`config.mk`:
```
export PLATFORM = sky130hd
export DESIGN_NAME = ngp_top
export DESIGN_NICKNAME = d
export VERILOG_FILES = /design/src/core/ngp_pkg.sv /design/src/core/ngp_pin_if.sv /design/src/core/ngp_pad_mux.sv /design/src/core/ngp_wake.sv /design/src/core/ngp_top.sv
export SDC_FILE = /design/constraint.sdc
export NUM_CORES = 1
export LEC_CHECK = 0
export BUFFER_PORTS_ARGS = -buffer_cell sky130_fd_sc_hd__buf_2
export CORE_UTILIZATION = 30
export DETAILED_ROUTE_END_ITERATION = 12
export HOLD_SLACK_MARGIN = 0.05
export PLACE_DENSITY = 0.63
export SYNTH_ARGS = -nofsm -noshare
export SYNTH_HDL_FRONTEND = slang
export SYNTH_SLANG_ARGS = --single-unit
```
`constraint.sdc`:
```
create_clock -name ref_clk -period 7.65 [get_ports ref_clk]
set_input_delay 0.765 -clock ref_clk [delete_from_list [all_inputs] [get_ports ref_clk]]
set_output_delay 0.765 -clock ref_clk [all_outputs]
set_load 0.005 [all_outputs]
```
`src/core/ngp_pkg.sv`:
```
// constants, encodings and types shared by the nibble gpio block
package ngp_pkg;

  // ----------------------------------------------------------------
  // geometry
  // ----------------------------------------------------------------
  localparam int NGP_MAX_PORTS = 6;
  localparam int NGP_PORT_W = 4;
  localparam int NGP_MAX_PINS = NGP_MAX_PORTS * NGP_PORT_W;
  localparam int NGP_SEL_W = 3;
  localparam int NGP_KEY_PINS = 16;
  localparam int NGP_DIM_BASE = 16;
  localparam int NGP_DIM_PINS = 8;
  localparam int NGP_RESET_PIN = 16;
  localparam int NGP_CDC_PIN0 = 17;
  localparam int NGP_CDC_PIN1 = 18;
  localparam int NGP_CDC_PINS = 2;

  // ----------------------------------------------------------------
  // reset values
  // ----------------------------------------------------------------
  localparam logic NGP_DIR_RST = 1'h1;
  localparam logic NGP_DATA_RST = 1'h0;

  // ----------------------------------------------------------------
  // option encodings
  // ----------------------------------------------------------------
  localparam logic [1:0] NGP_PULL_NONE = 2'h0;
  localparam logic [1:0] NGP_PULL_WEAK = 2'h1;
  localparam logic [1:0] NGP_PULL_STRONG = 2'h2;

  localparam logic [1:0] NGP_SINK_NORMAL = 2'h0;
  localparam logic [1:0] NGP_SINK_LARGE = 2'h1;
  localparam logic [1:0] NGP_SINK_CONST = 2'h2;
  localparam logic [1:0] NGP_SINK_DRIVE = 2'h3;

  localparam logic [1:0] NGP_LVL_33 = 2'h0;
  localparam logic [1:0] NGP_LVL_50 = 2'h1;
  localparam logic [1:0] NGP_LVL_83 = 2'h2;
  localparam logic [1:0] NGP_LVL_100 = 2'h3;

  typedef enum logic [1:0] {ROLE_GPIO, ROLE_KEY, ROLE_DIM, ROLE_RESET}
    ngp_role_type;

  typedef enum logic {LD_WAIT, LD_DONE} ngp_load_type;

  typedef struct packed {
    logic [1:0] mode;
    logic [1:0] level;
  } ngp_sink_type;

endpackage

```
`src/core/ngp_pin_if.sv`:
```
// per-pin signals between the port core and its pad and wake logic
`timescale 1ns/1ps
interface ngp_pin_if
  import ngp_pkg::*;
#(
  parameter int PINS = NGP_MAX_PINS
);
  logic [PINS-1:0] dir;
  logic [PINS-1:0] data;
  logic [PINS-1:0] padIn;
  logic [PINS-1:0] openDrain;
  logic [PINS-1:0] dimLevel;
  ngp_role_type role [PINS];
  logic [1:0] pull [PINS];
  logic [PINS-1:0] padOut;
  logic [PINS-1:0] padOe;
  logic [PINS-1:0] pullWeak;
  logic [PINS-1:0] pullStrong;
  logic [PINS-1:0] readLevel;
  logic [PINS-1:0] mismatch;

  modport core (
    output dir, data, padIn, openDrain, dimLevel, role, pull,
    input padOut, padOe, pullWeak, pullStrong, readLevel, mismatch
  );
  modport mux (
    input dir, data, padIn, openDrain, dimLevel, role, pull,
    output padOut, padOe, pullWeak, pullStrong, readLevel, mismatch
  );
  modport wake (
    input mismatch
  );
endinterface

```
`src/core/ngp_pad_mux.sv`:
```
// per-pin pad drive, pull selection, readback and wake compare
`timescale 1ns/1ps
module ngp_pad_mux
  import ngp_pkg::*;
#(
  parameter int PINS = NGP_MAX_PINS
) (
  // pin bundle
  ngp_pin_if.mux pins
);

  genvar g;
  for (g = 0; g < PINS; g++) begin : pinCell
    logic isGpio;
    logic isOut;
    logic floats;
    assign isGpio = (pins.role[g] == ROLE_GPIO);
    assign isOut = isGpio & ~pins.dir[g];
    // key and reset pads never drive, dim pads always drive
    assign pins.padOut[g] = (pins.role[g] == ROLE_DIM) ?
                            pins.dimLevel[g] : pins.data[g];
    // open drain only pulls low, so its enable follows a zero bit
    assign pins.padOe[g] = (pins.role[g] == ROLE_DIM) |
                           (isOut & (~pins.openDrain[g] | ~pins.data[g]));
    // pulls only act on a pad that listens
    assign floats = (isGpio & pins.dir[g]) | (pins.role[g] == ROLE_RESET);
    assign pins.pullWeak[g] = floats & (pins.pull[g] == NGP_PULL_WEAK);
    assign pins.pullStrong[g] = floats & (pins.pull[g] == NGP_PULL_STRONG);
    assign pins.readLevel[g] = isOut ? pins.data[g] : pins.padIn[g];
    assign pins.mismatch[g] = isGpio & pins.dir[g] &
                              (pins.padIn[g] != pins.data[g]);
  end

endmodule

```
`src/core/ngp_wake.sv`:
```
// halt wake-up request from input pads that disagree with stored data
`timescale 1ns/1ps
module ngp_wake (
  // clock and reset
  input wire logic ref_clk,
  input wire logic rstN,
  // core state
  input wire logic halted,
  // pin bundle
  ngp_pin_if.wake pins,
  // request to the core
  output logic wakeReq_q
);

  always_ff @(posedge ref_clk or negedge rstN) begin
    if (!rstN) begin
      wakeReq_q <= 1'h0;
    end else begin
      wakeReq_q <= halted & (|pins.mismatch);
    end
  end

endmodule

```
`src/core/ngp_top.sv`:
```
// nibble gpio ports with direction, data, pin sharing and halt wake-up
`timescale 1ns/1ps
module ngp_top
  import ngp_pkg::*;
#(
  parameter int NUM_PORTS = NGP_MAX_PORTS
) (
  // clock and reset
  input wire logic ref_clk,
  input wire logic resetn,
  // core register access
  input wire logic [NGP_SEL_W-1:0] accPort,
  input wire logic dirWrEn,
  input wire logic dataWrEn,
  input wire logic [NGP_PORT_W-1:0] wrData,
  input wire logic rdEn,
  input wire logic rdDirSel,
  output logic [NGP_PORT_W-1:0] rdData_q,
  output logic rdValid_q,
  // halt handshake
  input wire logic halted,
  output logic wakeReq_q,
  // pads
  input wire logic [NGP_MAX_PINS-1:0] padIn,
  output logic [NGP_MAX_PINS-1:0] padOut,
  output logic [NGP_MAX_PINS-1:0] padOe,
  output logic [NGP_MAX_PINS-1:0] pullWeak,
  output logic [NGP_MAX_PINS-1:0] pullStrong,
  // static options
  input wire logic [NGP_KEY_PINS-1:0] optKeyEn,
  input wire logic [NGP_DIM_PINS-1:0] optDimEn,
  input wire logic optResetEn,
  input wire logic [1:0] optResetPull,
  input wire logic [2*NGP_MAX_PINS-1:0] optPull,
  input wire logic [NGP_MAX_PINS-1:0] optOpenDrain,
  input wire logic [4*NGP_DIM_PINS-1:0] optGpioSink,
  input wire logic [4*NGP_DIM_PINS-1:0] optDimSink,
  input wire logic [NGP_CDC_PINS-1:0] optConstDrive,
  // shared functions
  input wire logic [NGP_DIM_PINS-1:0] dimLevel,
  output logic [NGP_KEY_PINS-1:0] keySense_q,
  output logic extResetReq_q,
  // analog strength selects for ports E and F
  output logic [2*NGP_DIM_PINS-1:0] sinkMode_q,
  output logic [2*NGP_DIM_PINS-1:0] sinkLevel_q,
  output logic [NGP_CDC_PINS-1:0] constDrive_q
);

  if (NUM_PORTS < 1 || NUM_PORTS > NGP_MAX_PORTS) begin : badPorts
    $error("NUM_PORTS must lie between 1 and 6");
  end

  // absent ports see a low pad and never accept writes
  localparam logic [NGP_MAX_PINS:0] PRESENT_W =
    (25'h1 << (NGP_PORT_W * NUM_PORTS)) - 25'h1;
  localparam logic [NGP_MAX_PINS-1:0] PRESENT =
    PRESENT_W[NGP_MAX_PINS-1:0];

  // ----------------------------------------------------------------
  // reset release
  // ----------------------------------------------------------------
  logic rstMetaN_q;
  logic rstSyncN_q;

  always_ff @(posedge ref_clk or negedge resetn) begin
    if (!resetn) begin
      rstMetaN_q <= 1'h0;
      rstSyncN_q <= 1'h0;
    end else begin
      rstMetaN_q <= 1'h1;
      rstSyncN_q <= rstMetaN_q;
    end
  end

  // ----------------------------------------------------------------
  // option capture
  // ----------------------------------------------------------------
  ngp_load_type loadState_q;
  ngp_role_type pinRole_q [NGP_MAX_PINS];
  logic [1:0] pinPull_q [NGP_MAX_PINS];
  logic [NGP_MAX_PINS-1:0] openDrain_q;
  ngp_sink_type gpioSink_q [NGP_DIM_PINS];
  ngp_sink_type dimSink_q [NGP_DIM_PINS];
  logic [NGP_CDC_PINS-1:0] cdcOpt_q;

  // options are strapped once, one edge after release
  always_ff @(posedge ref_clk or negedge rstSyncN_q) begin
    if (!rstSyncN_q) begin
      loadState_q <= LD_WAIT;
    end else if (loadState_q == LD_WAIT) begin
      loadState_q <= LD_DONE;
    end
  end

  always_ff @(posedge ref_clk or negedge rstSyncN_q) begin
    if (!rstSyncN_q) begin
      openDrain_q <= '0;
      cdcOpt_q <= '0;
    end else if (loadState_q == LD_WAIT) begin
      openDrain_q <= optOpenDrain & PRESENT;
      cdcOpt_q <= optConstDrive;
    end
  end

  genvar g;
  for (g = 0; g < NGP_MAX_PINS; g++) begin : pinOpt
    ngp_role_type pick;
    logic [1:0] pullPick;
    if (g == NGP_RESET_PIN) begin : rstPin
      // reset wins over dimming on the shared pin
      assign pick = optResetEn ? ROLE_RESET :
                    optDimEn[g-NGP_DIM_BASE] ? ROLE_DIM : ROLE_GPIO;
      assign pullPick = optResetEn ? optResetPull : optPull[2*g +: 2];
    end else if (g >= NGP_DIM_BASE) begin : dimPin
      assign pick = optDimEn[g-NGP_DIM_BASE] ? ROLE_DIM : ROLE_GPIO;
      assign pullPick = optPull[2*g +: 2];
    end else begin : keyPin
      assign pick = optKeyEn[g] ? ROLE_KEY : ROLE_GPIO;
      assign pullPick = optPull[2*g +: 2];
    end

    always_ff @(posedge ref_clk or negedge rstSyncN_q) begin
      if (!rstSyncN_q) begin
        pinRole_q[g] <= ROLE_GPIO;
        pinPull_q[g] <= NGP_PULL_NONE;
      end else if (loadState_q == LD_WAIT) begin
        pinRole_q[g] <= PRESENT[g] ? pick : ROLE_GPIO;
        pinPull_q[g] <= pullPick;
      end
    end
  end

  for (g = 0; g < NGP_DIM_PINS; g++) begin : sinkOpt
    always_ff @(posedge ref_clk or negedge rstSyncN_q) begin
      if (!rstSyncN_q) begin
        gpioSink_q[g] <= '{mode: NGP_SINK_NORMAL, level: NGP_LVL_100};
        dimSink_q[g] <= '{mode: NGP_SINK_LARGE, level: NGP_LVL_100};
      end else if (loadState_q == LD_WAIT) begin
        gpioSink_q[g] <= optGpioSink[4*g +: 4];
        dimSink_q[g] <= optDimSink[4*g +: 4];
      end
    end
  end

  // ----------------------------------------------------------------
  // direction and data registers
  // ----------------------------------------------------------------
  logic [NGP_MAX_PINS-1:0] dir_q;
  logic [NGP_MAX_PINS-1:0] data_q;

  always_ff @(posedge ref_clk or negedge rstSyncN_q) begin
    if (!rstSyncN_q) begin
      dir_q <= {NGP_MAX_PINS{NGP_DIR_RST}};
    end else begin
      for (int p = 0; p < NUM_PORTS; p++) begin
        if (dirWrEn && accPort == NGP_SEL_W'(p)) begin
          dir_q[p*NGP_PORT_W +: NGP_PORT_W] <= wrData;
        end
      end
    end
  end

  always_ff @(posedge ref_clk or negedge rstSyncN_q) begin
    if (!rstSyncN_q) begin
      data_q <= {NGP_MAX_PINS{NGP_DATA_RST}};
    end else begin
      for (int p = 0; p < NUM_PORTS; p++) begin
        if (dataWrEn && accPort == NGP_SEL_W'(p)) begin
          data_q[p*NGP_PORT_W +: NGP_PORT_W] <= wrData;
        end
      end
    end
  end

  // ----------------------------------------------------------------
  // pad logic and wake-up
  // ----------------------------------------------------------------
  ngp_pin_if #(.PINS(NGP_MAX_PINS)) pinIf ();

  assign pinIf.dir = dir_q;
  assign pinIf.data = data_q;
  assign pinIf.padIn = padIn & PRESENT;
  assign pinIf.openDrain = openDrain_q;
  assign pinIf.dimLevel = {dimLevel, {NGP_DIM_BASE{1'b0}}};
  for (g = 0; g < NGP_MAX_PINS; g++) begin : pinWire
    assign pinIf.role[g] = pinRole_q[g];
    assign pinIf.pull[g] = pinPull_q[g];
  end

  ngp_pad_mux #(.PINS(NGP_MAX_PINS)) padMux (
    .pins(pinIf.mux)
  );

  // relies on software syncing data bits before halt
  ngp_wake wakeLogic (
    .ref_clk(ref_clk),
    .rstN(rstSyncN_q),
    .halted(halted),
    .pins(pinIf.wake),
    .wakeReq_q(wakeReq_q)
  );

  assign padOut = pinIf.padOut;
  assign padOe = pinIf.padOe;
  assign pullWeak = pinIf.pullWeak;
  assign pullStrong = pinIf.pullStrong;

  // ----------------------------------------------------------------
  // readback, one cycle after the strobe
  // ----------------------------------------------------------------
  always_ff @(posedge ref_clk or negedge rstSyncN_q) begin
    if (!rstSyncN_q) begin
      rdData_q <= '0;
      rdValid_q <= 1'h0;
    end else begin
      rdValid_q <= rdEn;
      if (rdEn) begin
        rdData_q <= '0;
        for (int p = 0; p < NUM_PORTS; p++) begin
          if (accPort == NGP_SEL_W'(p)) begin
            // readLevel picks pad or stored bit
            rdData_q <= rdDirSel ? dir_q[p*NGP_PORT_W +: NGP_PORT_W] :
                        pinIf.readLevel[p*NGP_PORT_W +: NGP_PORT_W];
          end
        end
      end
    end
  end

  // ----------------------------------------------------------------
  // shared function outputs
  // ----------------------------------------------------------------
  always_ff @(posedge ref_clk or negedge rstSyncN_q) begin
    if (!rstSyncN_q) begin
      keySense_q <= '0;
    end else begin
      for (int i = 0; i < NGP_KEY_PINS; i++) begin
        keySense_q[i] <= (pinRole_q[i] == ROLE_KEY) & pinIf.padIn[i];
      end
    end
  end

  // reset pad is level sampled; filtering belongs to the reset block
  always_ff @(posedge ref_clk or negedge rstSyncN_q) begin
    if (!rstSyncN_q) begin
      extResetReq_q <= 1'h0;
    end else begin
      extResetReq_q <= (pinRole_q[NGP_RESET_PIN] == ROLE_RESET) &
                       pinIf.padIn[NGP_RESET_PIN];
    end
  end

  // constant-sink dimming assumes matching gpio option
  always_ff @(posedge ref_clk or negedge rstSyncN_q) begin
    if (!rstSyncN_q) begin
      sinkMode_q <= '0;
      sinkLevel_q <= '0;
    end else begin
      for (int k = 0; k < NGP_DIM_PINS; k++) begin
        if (pinRole_q[NGP_DIM_BASE+k] == ROLE_DIM) begin
          sinkMode_q[2*k +: 2] <= dimSink_q[k].mode;
          sinkLevel_q[2*k +: 2] <= dimSink_q[k].level;
        end else begin
          sinkMode_q[2*k +: 2] <= gpioSink_q[k].mode;
          sinkLevel_q[2*k +: 2] <= gpioSink_q[k].level;
        end
      end
    end
  end

  always_ff @(posedge ref_clk or negedge rstSyncN_q) begin
    if (!rstSyncN_q) begin
      constDrive_q <= '0;
    end else begin
      constDrive_q[0] <= cdcOpt_q[0] &
        (pinRole_q[NGP_CDC_PIN0] inside {ROLE_GPIO, ROLE_DIM});
      constDrive_q[1] <= cdcOpt_q[1] &
        (pinRole_q[NGP_CDC_PIN1] inside {ROLE_GPIO, ROLE_DIM});
    end
  end
endmodule

```
# Yosys cells after proc, flatten, opt, wreduce, memory -nomap -nowiden

Index checks and enable logic that the tools add are counted.

Memories kept: 0
Memory bits (writable): 0
Latch bits: 0
Bits in read-only memories: 0
Input bits: 211
Bits in registers: 294

Reductions and logical operators: 40
Shift-type cells: 0
$mul: 0
Multiplexer cells: 102
Equality and inequality tests: 141
Bitwise operators: 308
Order comparisons: 0
$add $sub $neg: 0
Divide/modulo/power cells: 0

Operator list:

| kind                 | number |
|---|---|
| $and A1 B1 Y1        | 164 |
| $eq A2 B2 Y1 const B | 72 |
| $eq A2 B1 Y1 const B | 40 |
| $not A1 Y1           | 72 |
| $or A1 B1 Y1         | 72 |
| $mux W1              | 64 |
| $mux W2              | 26 |
| $logic_not A2 Y1     | 24 |
| $mux W4              | 12 |
| $ne A1 B1 Y1         | 24 |
| $reduce_or A24 Y1    | 1 |
| $logic_and A1 B1 Y1  | 12 |
| $eq A3 B2 Y1 const B | 2 |
| $eq A3 B3 Y1 const B | 2 |
| $reduce_bool A2 Y1   | 2 |
| $eq A3 B1 Y1 const B | 1 |
| $logic_not A3 Y1     | 1 |

# Longest topological paths before layout

Depth in word-level cells: 10
Depth in mapped cells: 6
Gate-level depth less buffers: 5

# By module

Synthesis repeated with hierarchy kept, for this count alone.

Cell total of the unflattened synthesis: 995
Area total of the unflattened synthesis: 12948.7 um^2

By module, submodules not included:

| module      | instances | area each (um^2) | cells each |
|---|---|---|---|
| ngp_top     | 1         | 10490.1          | 649 |
| ngp_pad_mux | 1         | 2372.3           | 336 |
| ngp_wake    | 1         | 86.3             | 10 |

# Least setup slack after synthesis

No wires, ideal clock.

Kind: input to register
From: input padIn[11]
To: register wakeLogic.wakeReq_q
Buffers on the path: 0
Required time: 7.526 ns
Setup slack: 5.692 ns
Stages on the path: 5
Arrival: 1.834 ns
Cells stage by stage: xor2_1 -> nand3b_1 -> nand4_1 -> or4_1 -> o31a_1

Cells in the longest elaborated chain, start to end: 4

RTL lines:

| what                 | line              | RTL |
|---|---|---|
| from (decl)          | ngp_top.sv:24     | `input wire logic [NGP_MAX_PINS-1:0] padIn,` |
| $ne A1 B1 Y1         | ngp_pad_mux.sv:31 | `(pins.padIn[g] != pins.data[g]);` |
| $and A1 B1 Y1        | ngp_pad_mux.sv:30 | `assign pins.mismatch[g] = isGpio & pins.dir[g] &` |
| $reduce_or A24 Y1    | ngp_wake.sv:19    | `wakeReq_q <= halted & (\|pins.mismatch);` |
| $and A1 B1 Y1        | ngp_wake.sv:19    |  |
| to (signal assigned) | ngp_wake.sv:19    |  |
| to (decl)            | ngp_wake.sv:12    | `output logic wakeReq_q` |

No other way between the ends.
A chain may end at the register's enable or synchronous reset.

# Worst setup path after layout

From: register pinRole_q (netlist bit pinIf.role[15])
To: output padOut[16]

Cells in the longest elaborated chain, start to end: 2

RTL lines:

| what                              | line              | RTL |
|---|---|---|
| from (decl)                       | ngp_top.sv:79     | `ngp_role_type pinRole_q [NGP_MAX_PINS];` |
| from (signal, indexed assignment) | ngp_top.sv:127    | `pinRole_q[g] <= PRESENT[g] ? pick : ROLE_GPIO;` |
| $eq A2 B2 Y1                      | ngp_pad_mux.sv:20 | `assign pins.padOut[g] = (pins.role[g] == ROLE_DIM) ?` |
| $mux W1                           | ngp_pad_mux.sv:20 |  |
| to (decl)                         | ngp_top.sv:25     | `output logic [NGP_MAX_PINS-1:0] padOut,` |

No other way between the ends.

==> flow_metrics.tcl <==
set metrics [dict create \
    synthSimpleGateAreaFrac 0.0933 \
    boundaryPins 364 \
    synth_top_area_frac 0.430 \
    hold_path_class "flip-flop to async pin" \
    crit_path_max_fanout 8 \
    drt-wirelength-per-cell_um 20.2 \
    critPathCaptureType "output port" \
    start_util 0.304 \
    nFillCells 3869 \
    yosysWarnings 0 \
    num_rows 73 \
    route.detailed.drc 0 \
    grt_max_degree 162 \
    cts_resized 0 \
    yosysSeqAreaShare 0.570 \
    htreeDepth 2 \
    vias 8488 \
    power_density_nw_per_um2 272 \
    whs_ns 0.333 \
    core-area_um2 39600 \
    cts_buffers 35 \
    synth-xor-area-share 0.0175 \
    synth_top_family_by_area "multiplexers" \
    required_ns 6.88 \
    ys_types 50 \
    cts_tree "done" \
    synth_top_flop_cell "dfrtp_1" \
    dp.final_hpwl_um 26500 \
    start_kind "flip-flop" \
    antenna_found_initial 4 \
    syn_to_final_growth_pct 29.1 \
    dr_wl_met2_um 17500 \
    dieArea_um2 40900 \
    period_minus_slack_ns 2.80 \
    hold_viol 0 \
    clock_sinks 271 \
    irDropWorstVdd_mv 0.214 \
    ys_top_cells_by_area "dfrtp_1 (43%), mux2_2 (23%), dfstp_2 (14%)" \
    async_reset_ff_frac 1.00 \
    skew_ns 0.0125 \
    grt_pass1_wl_um 54100 \
    setup_viol 0 \
    cp.arrival_ns 2.03 \
    stdcell_area_um2 15500 \
    clk_latency_ns 0.53 \
    die_h_um 202 \
    fp.dieW_um 202 \
    gp_congestion 0.765 \
    port_buffers 363 \
    synth-edff-count 0 \
    drive_gt1_frac 0.605 \
    slew_headroom 0.296 \
    crit_type "flip-flop to output port" \
    ys_seq_elements 271 \
    routed-wl-met3_um 2500 \
    post_dp_cell_area_um2 14300 \
    drt_pass1_iterations 4 \
    maxSlewViolCount 0 \
    postSynthCellCount 871 \
    fin_crit_sh 0.366 \
    fin_setup_tns_ns 0 \
    p_leak_nw 6.92 \
    highest_layer "met5" \
    synthAdderAreaFrac 0 \
    syn_area_um2 12000 \
    grt_use_total 0.175 \
    synthMuxAreaShare 0.239 \
    tightest_slew_ns 1.06 \
    max_cap_violations 0 \
    cts.path.max_buffers 3 \
    drt_first_iter_violations 384 \
    drtAntennaViolNets 0 \
    met1_length_um 15100 \
    root_buffer "clkbuf_16" \
    synth_compound_area_frac 0.0561 \
    vias_per_cell 4.77 \
    finalNetCount 1436 \
    grt_overflow 0 \
    rsz0062_at_grt "no" \
    clk_transition_reported_paths_ns 0.06 \
    synth_top_cell_by_area "dfrtp_1" \
    syn-mean-instance-area_um2 13.8 \
    grt_pass1_vias 8934 \
    wl_um 35900 \
    fmax_mhz 358 \
    outcome "complete, no violations" \
]
[registers in the layout, summed over array words and instances (netlist names)]
name	cells
pinIf.pull	48
dimSink_q	32
gpioSink_q	32
pinIf.role	25
data_q	24
dir_q	24
openDrain_q	24
keySense_q	16
sinkLevel_q	16
sinkMode_q	16
rdData_q	4
cdcOpt_q	2
constDrive_q	2
extResetReq_q	1
loadState_q	1
rdValid_q	1
rstMetaN_q	1
rstSyncN_q	1
wakeLogic.wakeReq_q	1
[layout by cell type (no fill, tap or decap), drive strengths merged, types with 2 or more instances in the layout]
cell type / n
a21oi: 8
buf: 367
diode: 5
xor2: 11
o32ai: 12
nor2: 26
bufinv: 4
mux2: 248
mux2i: 8
clkbuf: 52
dfstp: 64
nand2: 14
nor2b: 4
conb: 2
nand3: 6
and2: 22
clkinv: 7
nand4: 2
o21ai: 20
a22oi: 4
o22ai: 4
o21ba: 12
dfrtp: 207
inv: 3
nand2b: 8
nor4bb: 29
nor3b: 32
xnor2: 13
a31oi: 4
nand3b: 8
or2: 5
nor3: 10
a211oi: 17
a21o: 2
[kinds of logic after synthesis]
kind of cell,after synthesis
AO/OA/AOI/OAI,93
XOR/XNOR,24
buffers and inverters,55
flip-flops,271
multiplexers,256
other,1
AND/OR/NAND/NOR,171
[layout make-up]
class                           count  area [um^2]  share of cell area
Antenna cell                        5         12.5            0.000805
Inverter                            3         11.3            0.000725
Clock inverter                     11          159              0.0102
Sequential cell                   271         6870               0.442
Clock buffer                       52         1070              0.0690
Tap cell                          525          657              0.0423
Multi-Input combinational cell    546         4890               0.315
Timing Repair Buffer              368         1870               0.120
[worst paths after layout]
path | start | end | slack, ns | depth (start not counted)
max | pinIf.role[15]$_DFFE_PN0N_ | padOut[16] | 4.85 | 3
min | rstSyncN_q$_DFF_PN0_ | gpioSink_q[15]$_DFFE_PN0N_ | 0.33 | 0
max reg2reg | loadState_q$_DFF_PN0_ | openDrain_q[11]$_DFFE_PN0N_ | 5.45 | 2
min reg2reg | rstSyncN_q$_DFF_PN0_ | gpioSink_q[15]$_DFFE_PN0N_ | 0.33 | 0
max in group asynchronous | rstSyncN_q$_DFF_PN0_ | loadState_q$_DFF_PN0_ | 5.90 | 1
min in group ref_clk | rstMetaN_q$_DFF_PN0_ | rstSyncN_q$_DFF_PN0_ | 0.35 | 0
[critical path, cell delays in order, from the launching register on]
cell and delay [ns]:
dfrtp_1 0.45, nor2b_1 0.52, mux2_2 0.39, buf_2 0.13
[metal layers]
metal  vias up  global-route usage
li1       3897                   -
met5         -                   0
met2       271               0.293
met3        48              0.0490
met4         2              0.0639
met1      4270               0.215
[through the flow]
step / instances / utilization / worst slack, ns / total power, mW
floorplan: 872 / - / 3.27 / 2.22
detailed placement: 1712 / 0.360 / 5.06 / 2.53
finish: 1781 / 0.392 / 4.85 / 4.23
CTS: 1776 / 0.392 / 4.73 / 4.31
global placement: 1712 / 0.360 / 5.08 / 2.52
global route: 1778 / 0.392 / 4.67 / 4.43
[report_power, final]
group,internal [mW],leakage (nW),switching [mW]
registers,1.65,3.11,0.211
logic,0.363,3.20,0.269
clock network,1.10,0.612,0.627
total,3.12,6.92,1.11
[synth_stat cells, types with 8 or more instances]
library cell  instances
o32ai_1              12
mux2_2              248
buf_2                20
mux2i_1               8
o21ba_2              12
clkbuf_1             13
a21oi_1               8
xnor2_1              13
dfrtp_1             207
and2_1               18
nand2_1              14
buf_4                16
nor4bb_1             29
nor3b_1              32
a211oi_1             17
nor2_1               26
nor3_1               10
nand2b_1              8
xor2_1               11
dfstp_2              64
o21ai_0              20
[what timing repair did]
action | in CTS | in global routing
setup buffers | 0 | 0
endpoints found under the hold margin | 2 | 0
hold buffers | 1 | 0
Note: power is estimated with default switching activity, not from simulation.
